$ cat config.mk
export PLATFORM = sky130hd
export DESIGN_NAME = lhi_host_port
export DESIGN_NICKNAME = d
export VERILOG_FILES = /design/src/core/lhi_pkg.sv /design/src/core/lhi_fifo.sv /design/src/core/lhi_host_port.sv
export SDC_FILE = /design/constraint.sdc
export NUM_CORES = 1
export LEC_CHECK = 0
export BUFFER_PORTS_ARGS = -buffer_cell sky130_fd_sc_hd__buf_2
export CORE_ASPECT_RATIO = 0.6
export CORE_MARGIN = 3
export CORE_UTILIZATION = 45
export DETAILED_ROUTE_END_ITERATION = 10
export SYNTH_ARGS = -nofsm -noshare
export SYNTH_HDL_FRONTEND = slang
export SYNTH_HIERARCHICAL = 1
export SYNTH_SLANG_ARGS = --single-unit
export TNS_END_PERCENT = 1
$ cat constraint.sdc
create_clock -name clk -period 3.55 [get_ports clk]
set_clock_uncertainty 0.15 [all_clocks]
set_input_delay 0 -clock clk [delete_from_list [all_inputs] [get_ports clk]]
set_output_delay 0 -clock clk [all_outputs]
set_load 0.01 [all_outputs]
$ cat src/core/lhi_pkg.sv
package lhi_pkg;

  // Width of the host data bus and of one serial word.
  localparam int BYTE_W = 8;
  // Depth of the word buffer between the host port and the core.
  localparam int FIFO_DEPTH = 16;
  // One buffered word is the class bit above the data byte.
  localparam int WORD_W = BYTE_W + 1;
  localparam int WORD_CLASS_BIT = BYTE_W;

  // Bit positions of the pins gathered into one synchroniser bank.
  localparam int PIN_CS_N = 0;
  localparam int PIN_CS = 1;
  localparam int PIN_DC = 2;
  localparam int PIN_RD = 3;
  localparam int PIN_WR = 4;
  localparam int PIN_STYLE = 5;
  localparam int PIN_PS = 6;
  localparam int PIN_MS = 7;
  localparam int PIN_RST_N = 8;
  localparam int PIN_LCLK = 9;
  localparam int PIN_AC = 10;
  localparam int PIN_BLANK_N = 11;
  localparam int PIN_DATA = 12;
  localparam int PIN_W = PIN_DATA + BYTE_W;

  // Data pins reused by the serial link.
  localparam int SER_DATA_BIT = 7;
  localparam int SER_CLK_BIT = 6;

  // Reset values.
  localparam logic [PIN_W-1:0] PIN_RST_VAL = 20'h0_0000;
  localparam logic [2:0] BIT_CNT_RST = 3'h0;
  localparam logic [2:0] BIT_CNT_LAST = 3'h7;
  localparam logic [BYTE_W-1:0] BYTE_RST = 8'h00;

  typedef enum logic [1:0] {
    MODE_SERIAL,
    MODE_8080,
    MODE_6800
  } lhi_mode_e;

endpackage : lhi_pkg

$ cat src/core/lhi_fifo.sv
`timescale 1ns/1ns
module lhi_fifo #(
  parameter int W = 9,
  parameter int DEPTH = 16
) (
  input wire logic clk,
  input wire logic sys_rst,
  input wire logic in_valid,
  output logic in_ready,
  input wire logic [W-1:0] in_data,
  output logic out_valid,
  input wire logic out_ready,
  output logic [W-1:0] out_data
);
  localparam int AW = $clog2(DEPTH);

  logic [W-1:0] mem [DEPTH];
  logic [AW-1:0] wptr_r;
  logic [AW-1:0] rptr_r;
  logic [AW:0] cnt_r;
  logic out_valid_r;
  logic [W-1:0] out_data_r;

  wire logic push = in_valid && in_ready;
  wire logic pop = (cnt_r != '0) && (!out_valid_r || out_ready);
  wire logic [AW:0] cnt_nxt = cnt_r + (AW + 1)'(push) - (AW + 1)'(pop);

  assign in_ready = (cnt_r != (AW + 1)'(DEPTH));
  assign out_valid = out_valid_r;
  assign out_data = out_data_r;

  // The array is written without reset.
  always_ff @(posedge clk) begin
    if (push) begin
      mem[wptr_r] <= in_data;
    end
  end

  always_ff @(posedge clk) begin
    if (sys_rst) begin
      wptr_r <= '0;
      rptr_r <= '0;
      cnt_r <= '0;
      out_valid_r <= 1'b0;
      out_data_r <= '0;
    end else begin
      cnt_r <= cnt_nxt;
      if (push) begin
        wptr_r <= (wptr_r == AW'(DEPTH - 1)) ? '0 : wptr_r + 1'b1;
      end
      if (pop) begin
        rptr_r <= (rptr_r == AW'(DEPTH - 1)) ? '0 : rptr_r + 1'b1;
        out_data_r <= mem[rptr_r];
        out_valid_r <= 1'b1;
      end else if (out_ready) begin
        out_valid_r <= 1'b0;
      end
    end
  end

endmodule : lhi_fifo

$ cat src/core/lhi_host_port.sv
`timescale 1ns/1ns
module lhi_host_port
  import lhi_pkg::*;
(
  input wire logic clk,
  input wire logic sys_rst,
  input wire logic chip_select_low_active_n,
  input wire logic chip_select_high_active,
  input wire logic data_command_select,
  input wire logic read_strobe_pin,
  input wire logic write_strobe_pin,
  input wire logic host_bus_style_select,
  input wire logic parallel_serial_select,
  input wire logic master_slave_select,
  input wire logic reset_in_n,
  input wire logic [BYTE_W-1:0] data_in,
  output logic [BYTE_W-1:0] data_out,
  output logic data_oe,
  input wire logic display_line_clock_in,
  output logic display_line_clock_out,
  output logic display_line_clock_oe,
  input wire logic lcd_ac_phase_in,
  output logic lcd_ac_phase_out,
  output logic lcd_ac_phase_oe,
  input wire logic display_blank_n_in,
  output logic display_blank_n_out,
  output logic display_blank_n_oe,
  output logic common_start_pulse_out,
  output logic common_start_pulse_oe,
  output logic static_drive_output_out,
  output logic static_drive_output_oe,
  input wire logic timing_line_clock,
  input wire logic timing_ac_phase,
  input wire logic timing_start_pulse,
  input wire logic timing_static_drive,
  input wire logic timing_blank_n,
  output logic line_clock_seen,
  output logic ac_phase_seen,
  output logic blank_n_seen,
  output logic osc_enable,
  output logic power_enable,
  output logic device_init,
  output logic rx_valid,
  input wire logic rx_ready,
  output logic [BYTE_W-1:0] rx_data,
  output logic rx_is_display,
  output logic read_req,
  output logic read_is_display,
  input wire logic [BYTE_W-1:0] read_display_data,
  input wire logic [BYTE_W-2:0] read_status,
  output logic host_busy
);

  logic [PIN_W-1:0] pin_meta_r;
  logic [PIN_W-1:0] pin_r;
  logic [PIN_W-1:0] pin_prev_r;
  logic [BYTE_W-1:0] shift_r;
  logic [2:0] bit_cnt_r;
  logic push_r;
  logic [WORD_W-1:0] push_word_r;
  logic [BYTE_W-1:0] data_out_r;
  logic data_oe_r;
  logic read_req_r;
  logic read_is_display_r;
  logic device_init_r;
  logic master_r;
  logic line_clock_out_r;
  logic ac_phase_out_r;
  logic blank_n_out_r;
  logic start_pulse_out_r;
  logic static_out_r;
  logic host_busy_r;
  logic fifo_in_ready;
  logic [WORD_W-1:0] fifo_out_word;

  wire logic [PIN_W-1:0] pin_raw = {data_in, display_blank_n_in, lcd_ac_phase_in, display_line_clock_in,
                                    reset_in_n, master_slave_select, parallel_serial_select,
                                    host_bus_style_select, write_strobe_pin, read_strobe_pin,
                                    data_command_select, chip_select_high_active, chip_select_low_active_n};

  // Two-stage synchroniser for every pin.
  always_ff @(posedge clk) begin
    if (sys_rst) begin
      pin_meta_r <= PIN_RST_VAL;
      pin_r <= PIN_RST_VAL;
      pin_prev_r <= PIN_RST_VAL;
    end else begin
      pin_meta_r <= pin_raw;
      pin_r <= pin_meta_r;
      pin_prev_r <= pin_r;
    end
  end

  function automatic logic rose(input logic [PIN_W-1:0] now, input logic [PIN_W-1:0] prev, input int idx);
    rose = now[idx] && !prev[idx];
  endfunction : rose

  function automatic logic fell(input logic [PIN_W-1:0] now, input logic [PIN_W-1:0] prev, input int idx);
    fell = !now[idx] && prev[idx];
  endfunction : fell

  wire logic core_rst = sys_rst || !pin_r[PIN_RST_N];
  wire logic selected = !pin_r[PIN_CS_N] && pin_r[PIN_CS];
  wire logic [BYTE_W-1:0] bus_byte = pin_r[PIN_DATA +: BYTE_W];
  // Mode pin picks parallel or serial; style only in parallel.
  wire lhi_mode_e mode = !pin_r[PIN_PS] ? MODE_SERIAL : (pin_r[PIN_STYLE] ? MODE_6800 : MODE_8080);
  // Class bit from the select pin.
  wire logic is_display = pin_r[PIN_DC];

  wire logic ser_clk_rise = rose(pin_r, pin_prev_r, PIN_DATA + SER_CLK_BIT);
  wire logic ser_bit = pin_r[PIN_DATA + SER_DATA_BIT];
  wire logic ser_step = (mode == MODE_SERIAL) && selected && ser_clk_rise;
  wire logic ser_done = ser_step && (bit_cnt_r == BIT_CNT_LAST);

  // 8080 strobes are active low; write pin is a strobe.
  wire logic wr_8080 = (mode == MODE_8080) && selected && rose(pin_r, pin_prev_r, PIN_WR);
  wire logic rd_8080 = (mode == MODE_8080) && selected && fell(pin_r, pin_prev_r, PIN_RD);
  // Enable clock times the cycle; write pin is direction.
  wire logic wr_6800 = (mode == MODE_6800) && selected && !pin_r[PIN_WR] && fell(pin_r, pin_prev_r, PIN_RD);
  wire logic rd_6800 = (mode == MODE_6800) && selected && pin_r[PIN_WR] && rose(pin_r, pin_prev_r, PIN_RD);
  wire logic par_write = wr_8080 || wr_6800;
  wire logic par_read = rd_8080 || rd_6800;

  // Drive window per bus style; never in serial.
  wire logic drive_now = selected &&
                         (((mode == MODE_8080) && !pin_r[PIN_RD]) ||
                          ((mode == MODE_6800) && pin_r[PIN_RD] && pin_r[PIN_WR]));

  wire logic master_now = pin_r[PIN_MS];
  wire logic [BYTE_W-1:0] read_byte = is_display ? read_display_data : {host_busy_r, read_status};

  always_ff @(posedge clk) begin
    if (core_rst || !selected || (mode != MODE_SERIAL)) begin
      shift_r <= BYTE_RST;
      bit_cnt_r <= BIT_CNT_RST;
    end else if (ser_step) begin
      shift_r <= {shift_r[BYTE_W-2:0], ser_bit};
      bit_cnt_r <= bit_cnt_r + 3'h1;
    end
  end

  // Class sampled with the eighth bit.
  always_ff @(posedge clk) begin
    if (core_rst) begin
      push_r <= 1'b0;
      push_word_r <= '0;
    end else begin
      push_r <= ser_done || par_write;
      if (ser_done) begin
        push_word_r <= {is_display, shift_r[BYTE_W-2:0], ser_bit};
      end else if (par_write) begin
        push_word_r <= {is_display, bus_byte};
      end
    end
  end

  always_ff @(posedge clk) begin
    if (core_rst) begin
      data_out_r <= BYTE_RST;
      data_oe_r <= 1'b0;
      read_req_r <= 1'b0;
      read_is_display_r <= 1'b0;
    end else begin
      data_oe_r <= drive_now;
      read_req_r <= par_read;
      if (par_read) begin
        data_out_r <= read_byte;
        read_is_display_r <= is_display;
      end
    end
  end

  // Role controls pins, oscillator and power.
  always_ff @(posedge clk) begin
    if (sys_rst) begin
      device_init_r <= 1'b1;
      master_r <= 1'b0;
      line_clock_out_r <= 1'b0;
      ac_phase_out_r <= 1'b0;
      blank_n_out_r <= 1'b0;
      start_pulse_out_r <= 1'b0;
      static_out_r <= 1'b0;
      host_busy_r <= 1'b0;
    end else begin
      device_init_r <= !pin_r[PIN_RST_N];
      master_r <= master_now;
      line_clock_out_r <= timing_line_clock;
      ac_phase_out_r <= timing_ac_phase;
      blank_n_out_r <= timing_blank_n;
      start_pulse_out_r <= timing_start_pulse;
      static_out_r <= timing_static_drive;
      host_busy_r <= !fifo_in_ready;
    end
  end

  lhi_fifo #(
    .W(WORD_W),
    .DEPTH(FIFO_DEPTH)
  ) u_fifo (
    .clk(clk),
    .sys_rst(core_rst),
    .in_valid(push_r),
    .in_ready(fifo_in_ready),
    .in_data(push_word_r),
    .out_valid(rx_valid),
    .out_ready(rx_ready),
    .out_data(fifo_out_word)
  );

  assign rx_data = fifo_out_word[BYTE_W-1:0];
  assign rx_is_display = fifo_out_word[WORD_CLASS_BIT];
  assign data_out = data_out_r;
  assign data_oe = data_oe_r;
  assign read_req = read_req_r;
  assign read_is_display = read_is_display_r;
  assign device_init = device_init_r;
  assign host_busy = host_busy_r;
  assign osc_enable = master_r;
  assign power_enable = master_r;
  assign display_line_clock_out = line_clock_out_r;
  assign display_line_clock_oe = master_r;
  assign lcd_ac_phase_out = ac_phase_out_r;
  assign lcd_ac_phase_oe = master_r;
  assign display_blank_n_out = blank_n_out_r;
  assign display_blank_n_oe = master_r;
  assign common_start_pulse_out = start_pulse_out_r;
  assign common_start_pulse_oe = master_r;
  assign static_drive_output_out = static_out_r;
  assign static_drive_output_oe = master_r;
  assign line_clock_seen = pin_r[PIN_LCLK];
  assign ac_phase_seen = pin_r[PIN_AC];
  assign blank_n_seen = pin_r[PIN_BLANK_N];
endmodule : lhi_host_port

== Word-level counts from Yosys, hierarchy flattened ==
Memories as Yosys holds them, arrays and structs flattened. A register that Yosys moved wholly into a read port is not among the register bits.
Index checks and enable logic that the tools add are counted.
Operators by class
  add/subtract/negate cells: 5
  mux-type cells: 11
  reduce and logical (&&, ||, !) cells: 45
  equality and inequality tests: 6
Operators with widths (number)
  $logic_and 1x1->1: 22
  $mux 9: 2
  $logic_not 1->1: 10
  $add 4x1->4 const B: 2
  $eq 4x4->1 const B: 2
  $logic_or 1x1->1: 8
  $mux 4: 2
  $mux 8: 1
  $reduce_bool 2->1: 3
  $add 5x1->5: 1
  $ne 5x5->1 const B: 1
  $reduce_bool 5->1: 1
  $sub 5x1->5: 1
  $mux 1: 4
  $mux 2: 2
  $add 3x1->3 const B: 1
  $eq 3x3->1 const B: 1
  $eq 2x1->1 const B: 1
  $eq 2x2->1 const B: 1
  $logic_not 2->1: 1
Storage, ports and cells
  bits of input ports: 43
  RAM bits: 144
  flip-flop bits (word level): 112
  output and inout port bits: 38
  memories: 1
Memories
  u_fifo.mem: depth 16, width 9, rd ports 1, clocked after Yosys merged registers in 1, wr ports 1, RTL line lhi_fifo.sv:17  | logic [W-1:0] mem [DEPTH];

== Longest topological paths before layout ==
Gate-level depths: netlist (run 1).
  word-level depth: 9
  gate-level depth with buffers: 15
  gate-level depth less buffers: 14

== Modules after synthesis ==
The synthesis (run 1) kept the hierarchy.
Modules (own cells, without submodules)
  lhi_fifo: seq. area each 4784.6 µm², area each 6618.8 µm², cells each 354, times used 1
  lhi_host_port: seq. area each 1641.6 µm², area each 2720.1 µm², cells each 240, times used 1

== Least setup slack after synthesis (run 1) ==
OpenSTA, ideal clock, no wires.
  path type: register to register
  from: register u_fifo.cnt_r[3]
  to: register u_fifo.cnt_r[4]
  setup time: 0.127 ns
  buffers on the path: 0
  stages on the path, launching flop included: 15
  path slack: 0.862 ns
  arrival: 2.411 ns
  data required time: 3.273 ns
  clock period less this slack: 2.688 ns
  cells stage by stage: dfxtp_1 > inv_1 > ha_1 > or4b_4 > nand2_2 > inv_2 > ha_1 > inv_1 > ha_1 > inv_1 > fa_1 > nor2b_1 > o21bai_1 > a21oi_1 > nor3b_1
Between the ends
  elaborated cells on any way between the ends: 6
  classes of those cells: add/sub (2); eq/ne (1); reduce/logical (3)
RTL lines
  from (decl): RTL line lhi_fifo.sv:20  | logic [AW:0] cnt_r;
  from (signal assigned): RTL line lhi_fifo.sv:47  | cnt_r <= cnt_nxt;
  $reduce_bool 5->1: RTL line lhi_fifo.sv:25  | wire logic pop = (cnt_r != '0) && (!out_valid_r || out_ready);
  $logic_and 1x1->1: RTL line lhi_fifo.sv:25
  via u_fifo.pop: RTL line lhi_fifo.sv:25
  $sub 5x1->5: RTL line lhi_fifo.sv:26  | wire logic [AW:0] cnt_nxt = cnt_r + (AW + 1)'(push) - (AW + 1)'(pop);
The timed path passes the listed nets, and every way through them passes these cells.
A chain may end at the register's enable or synchronous reset.

== Final worst setup path (run 1) ==
Same ends and word-level chain as after synthesis.

==> impl_metrics.ini, run 1 <==
[clock_network]
cts_setup_buffers = 0
numCtsBuffers = 23
hold_buffers = 76
clkSinkCount = 249
clock_latency_ns = 0.51
cts_tree = yes
cts_resized = 0
htree_levels = 1
clockRootBuffer = clkbuf_16
clock_path_buffers = 3
clk_pin_slew_worst_paths_ns = 0.07

[yosys]
ys.flop_type = edfxtp_1
avgSynthCellArea_um2 = 15.72
async_reset_ff_share_pct = 0
synth_cell_types = 45
syn_inst = 594
synth_area_leader_cell = edfxtp_1
ys_seq_elements = 249
yosysWarningCount = 6
synth_top_area_share_pct = 46.30
mappedNetlistArea_um2 = 9339
synth-seq-area-share_pct = 68.81
synth-edff-count = 144
synth_area_leaders = edfxtp_1 46%, dfxtp_1 23%, mux4_2 8.7%, mux2i_1 3.9%, nor2b_1 3.6%
syn_nets = 651

[timing]
maxSlewViolCount = 0
hold_ws_ns = 0.2872
max_freq_mhz = 320.8
setup_violations = 0
min_period_ns = 3.117
hold_viol = 0
post-route-period-util_pct = 87.80
max_slew_margin_pct = 28.43
tns_ns = 0
worstMarginPinSlew_ns = 1.071
grt_setup_unrepaired = no

[pwr]
power.density_nw_per_um2 = 514.7
total_leakage_power_nw = 3.866
peakVddDrop_mv = 0.2932
p_total_w = 0.005974

[critical_path]
crit_required_ns = 3.82
cp_max_fo = 14
arrival_ns = 3.39
startpoint_type = flip-flop
criticalPathCategory = flip-flop to flip-flop
endpoint_kind = flip-flop

[route]
drtIter0Drc = 394
dr.pass1.iters = 5
vias = 5422
drt-total-wl_um = 19890
drcViolationCount = 0
ant_nets = 0
wire_per_inst_um = 19.13
viasPerCell = 5.213

[floorplanning]
die_area_um2 = 22570
io_pins = 81
die_h_um = 117.6
start_util_pct = 46.30
die_w_um = 192.0
core-area_um2 = 20170
rows = 40

[worst_hold_path]
hold_path_class = flip-flop to flip-flop

[finish]
finalNonFillerCells = 1040
final_cell_mix = 144 x edfxtp_1, 104 x dfxtp_1, 80 x buf_2, 76 x dlygate4sd3_1, 54 x nor2b_1
finalInstanceArea_um2 = 11610
layout_commonest_cell = edfxtp_1
multi_input_area_um2 = 2653
nets = 807
layout-drive-gt1-share_pct = 23.99
fill_cells = 1534
seq_area_um2 = 6427
n_antenna_cell = 0
syn2layout_area_growth_pct = 24.28

[status]
status = finished, final reports clean

[global_routing]
grtUsageTotal_pct = 17.94
overflow = 0
grt_pass1_vias = 5562
grt_start_max_net_pins = 51
antenna_found_initial = 0
grt_pass1_wl_um = 31220

[placed_design]
placed_cell_area_um2 = 9981
gp_congestion = 0.7628
placed_cells = 922
hpwl_um = 12540
io_buffers = 80

[job]
drv_cap = 0
==> cell families after synthesis <==
family / after synthesis / share of synthesized area, %
AO/OA/AOI/OAI: 59 / 4.756
XOR/XNOR: 5 / 0.4689
adder cells (fa/ha/maj): 14 / 1.956
buffers and inverters: 52 / 2.787
flip-flops: 249 / 68.81
multiplexers: 72 / 12.54
AND/OR/NAND/NOR: 143 / 8.682
==> cell usage after synthesis (all sizes together), types with 2 or more instances <==
library cell  count
a211oi            8
a21oi            18
a41oi             3
and2              4
buf              22
clkbuf           15
dfxtp           105
edfxtp          144
ha               13
inv              15
mux2i            36
mux4             36
nand2            19
nand2b            3
nand3             7
nand3b           11
nor2             26
nor2b            54
nor3             10
nor3b             3
o21ai             7
o21bai            2
o221a             9
o221ai            9
xor2              4
==> worst max-delay path, stage by stage (launching register included) <==
cell	delay, ns
dfxtp_1	0.32
inv_1	0.08
ha_1	0.16
or4b_4	0.49
nand2_2	0.25
inv_2	0.11
ha_1	0.28
inv_1	0.06
ha_1	0.16
inv_1	0.06
fa_1	0.38
nor2b_1	0.18
o21bai_1	0.10
nand3_1	0.09
nor3b_1	0.17
==> per-layer routing <==
metal	routed length, µm	track usage [%]	vias up
met1	9528	28.29	2746
met2	8760	26.55	121
li1	-	-	2533
met3	1306	2.708	22
met4	295	3.547	0
met5	0	0	-
==> registers in the layout, indices dropped and copies added (netlist names), 5 cells and up <==
register and count:
shift_r 7, pin_r 20, u_fifo/cnt_r 5, u_fifo/mem 144
pin_meta_r 20, data_out 8, u_fifo/out_data 9, push_word_r 9
==> metrics by stage <==
step / utilization [%] / worst slack (ns)
detailed placement: 49.49 / 0.4780
global placement: 49.49 / 0.5863
CTS: 57.54 / 0.4522
finish: 57.54 / 0.4332
global route: 57.54 / 0.2269
floorplan: - / 0.8619
==> power by group <==
part | switching (W) | internal (W) | total [W]
combinational | 0.0000471 | 0.0000931 | 0.000140
clock | 0.00105 | 0.00173 | 0.00278
sequential | 0.0000104 | 0.00304 | 0.00305
total | 0.00111 | 0.00487 | 0.00597
==> layout make-up <==
type / instances / area share [%]
repair buffers: 168 / 10.89
clock inverters: 15 / 2.275
inverters: 15 / 0.4851
multi-input cells: 293 / 22.85
clock buffers: 27 / 5.175
flip-flops and latches: 249 / 55.38
well taps: 273 / 2.943
==> final timing paths <==
check             startpoint               to  slack (ns)  depth (start not counted)
min reg2reg   pin_meta_r[17]        pin_r[17]        0.29                          1
max          u_fifo/cnt_r[3]  u_fifo/cnt_r[4]        0.43                         14
max reg2reg  u_fifo/cnt_r[3]  u_fifo/cnt_r[4]        0.43                         14
min           pin_meta_r[17]        pin_r[17]        0.29                          1
(Power assumes the default switching activity.)
==> inputs of run 2 (changes only) <==
==> constraint.sdc (replaced) <==
create_clock -name clk -period 4 [get_ports clk]
set_clock_uncertainty 0.15 [all_clocks]
set_input_delay 0 -clock clk [delete_from_list [all_inputs] [get_ports clk]]
set_output_delay 0 -clock clk [all_outputs]
set_load 0.01 [all_outputs]
==> run 2 against run 1 <==
Effect of this change:
- largest cell class unchanged
- sequential share of layout area increased by 1.4 points
- clock power decreased by 25%
- worst setup slack improved by 0.43 ns
- register-to-register slack improved by 0.43 ns
==> impl_metrics.ini, run 2 (synthesis results as in run 1) <==
[status]
status = finished, final reports clean

[critical_path]
r2r-start = u_fifo/cnt_r[3]
cp_slowest_cell = or4b_4
max_stage_delay_ns = 0.48
rr_worst_depth = 14
criticalPathCategory = flip-flop to flip-flop
crit_required_ns = 4.24
path_depth = 14
path_cells = inv_1 > ha_1 > or4b_4 > nand2_2 > inv_2 > ha_1 > inv_1 > ha_1 > inv_1 > fa_1 > nor2b_1 > o21bai_1 > a21oi_1 > nor3b_1
cp_max_fo = 14
endpoint_kind = flip-flop
startpoint_type = flip-flop
startpoint = u_fifo/cnt_r[3]
crit_family = simple AND/OR/NAND/NOR gates
arrival_ns = 3.37
cp.buffers_inverters = 4
r2r_end = u_fifo/cnt_r[4]
reg2reg_setup_slack_ns = 0.86
crit_path_end = u_fifo/cnt_r[4]

[route]
wire_per_inst_um = 19.19
drcViolationCount = 0
drt-total-wl_um = 19670
viasPerCell = 5.222
ant_nets = 0
vias = 5353
drtIter0Drc = 356
dr.pass1.iters = 5

[clock_network]
clock_latency_ns = 0.51
cts_tree = yes
clock_path_buffers = 3
clockRootBuffer = clkbuf_16
cts_resized = 0
clk_pin_slew_worst_paths_ns = 0.06
htree_levels = 1
hold_buffers = 67
clkSinkCount = 249
numCtsBuffers = 23
cts_setup_buffers = 0

[global_routing]
grt_pass1_vias = 5551
overflow = 0
antenna_found_initial = 0
grtUsageTotal_pct = 17.83
grt_pass1_wl_um = 31330
grt_start_max_net_pins = 51

[pwr]
peakVddDrop_mv = 0.3275
seqPwrFrac_pct = 55.1
p_int_w = 0.003970
pwr-share-comb_pct = 2.5
p_total_w = 0.004917
swShare_pct = 19.25
total_leakage_power_nw = 3.743
power.density_nw_per_um2 = 433.9
switching_power_w = 0.0009467
clkPwrFrac_pct = 42.3

[job]
drv_cap = 0

[timing]
tns_ns = 0
max_freq_mhz = 318.7
post-route-period-util_pct = 78.44
max_slew_margin_pct = 24.28
hold_ws_ns = 0.2188
fin_ws_ns = 0.8623
grt_setup_unrepaired = no
worstMarginPinSlew_ns = 1.132
min_period_ns = 3.138
hold_viol = 0
maxSlewViolCount = 0
setup_violations = 0

[finish]
nets = 792
post-route-util_pct = 56.18
layout_commonest_cell = edfxtp_1
layout-drive-gt1-share_pct = 23.67
largest_reg_flops = 144
top_register = u_fifo/mem
syn2layout_area_growth_pct = 21.34
n_antenna_cell = 0
final_cell_mix = 144 x edfxtp_1, 104 x dfxtp_1, 80 x buf_2, 67 x dlygate4sd3_1, 54 x nor2b_1
reg.largest.list = u_fifo/mem (144), pin_meta_r (20), pin_r (20)

[placed_design]
hpwl_um = 12450
io_buffers = 80
gp_congestion = 0.8002
dp_slack_ns = 0.8889

[worst_hold_path]
hold_depth = 4
hold_path_class = input pin to flip-flop

[floorplanning]
core-area_um2 = 20170
die_area_um2 = 22570
rows = 40
die_w_um = 192.0
die_h_um = 117.6
start_util_pct = 46.30
io_pins = 81
-- run 2: changes by cell type in the layout (fill, tap and decap cells not counted), sizes merged --
cell,change
clkinv,+3
dlygate4sd3,-9
bufinv,-6
clkbuf,+6
buf,-6
inv,+1
clkinvlp,-4
-- run 2: worst min path at each step --
| stage | start | end | slack (ns) |
|---|---|---|---|
| CTS | read_display_data[2] | data_out[2] | 0.20 |
| finish | read_display_data[0] | data_out[0] | 0.22 |
| detailed placement | data_in[2] | pin_meta_r[14] | 0.06 |
| global route | read_display_data[0] | data_out[0] | 0.23 |
| floorplan | timing_start_pulse | common_start_pulse_out | -0.02 |
| global placement | data_command_select | pin_meta_r[2] | 0.06 |
-- run 2: worst register-to-register path, stage by stage (launching register included) --
cell and delay [ns]:
dfxtp_1 0.32, inv_1 0.09, ha_1 0.17, or4b_4 0.48, nand2_2 0.28, inv_2 0.12
ha_1 0.28, inv_1 0.06, ha_1 0.15, inv_1 0.05, fa_1 0.37, nor2b_1 0.17
o21bai_1 0.11, a21oi_1 0.16, nor3b_1 0.06
-- run 2: metal layers --
metal | GRT usage (%) | up-vias | wire (µm)
met3 | 3.304 | 24 | 899
met4 | 3.365 | 0 | 287
met5 | 0 | - | 0
met2 | 26.07 | 114 | 8592
met1 | 28.06 | 2719 | 9886
li1 | - | 2496 | -
-- run 2: power groups by stage --
stage	sequential [W]	combinational [W]	clock, W
after detailed placement	0.00277	0.0000719	0
after CTS	0.00271	0.000123	0.00213
after floorplan	0.00277	0.0000389	0
final	0.00271	0.000124	0.00208
after global placement	0.00277	0.0000695	0
after global routing	0.00271	0.000137	0.00225
-- run 2: cell type report --
class                      instances  area (µm²)
timing repair buffer             153        1116
sequential                       249        6430
multi-input combinational        293        2673
fill                            1558        8837
clock buffer                      33       644.4
tap                              273       341.6
clock inverter                     9       71.32
inverter                          15       56.30
-- run 2: stage by stage --
step	std cells	area (µm²)
finish	1025	11330
global route	1025	11330
CTS	1025	11330
floorplan	594	9339
global placement	916	9946
detailed placement	916	9946
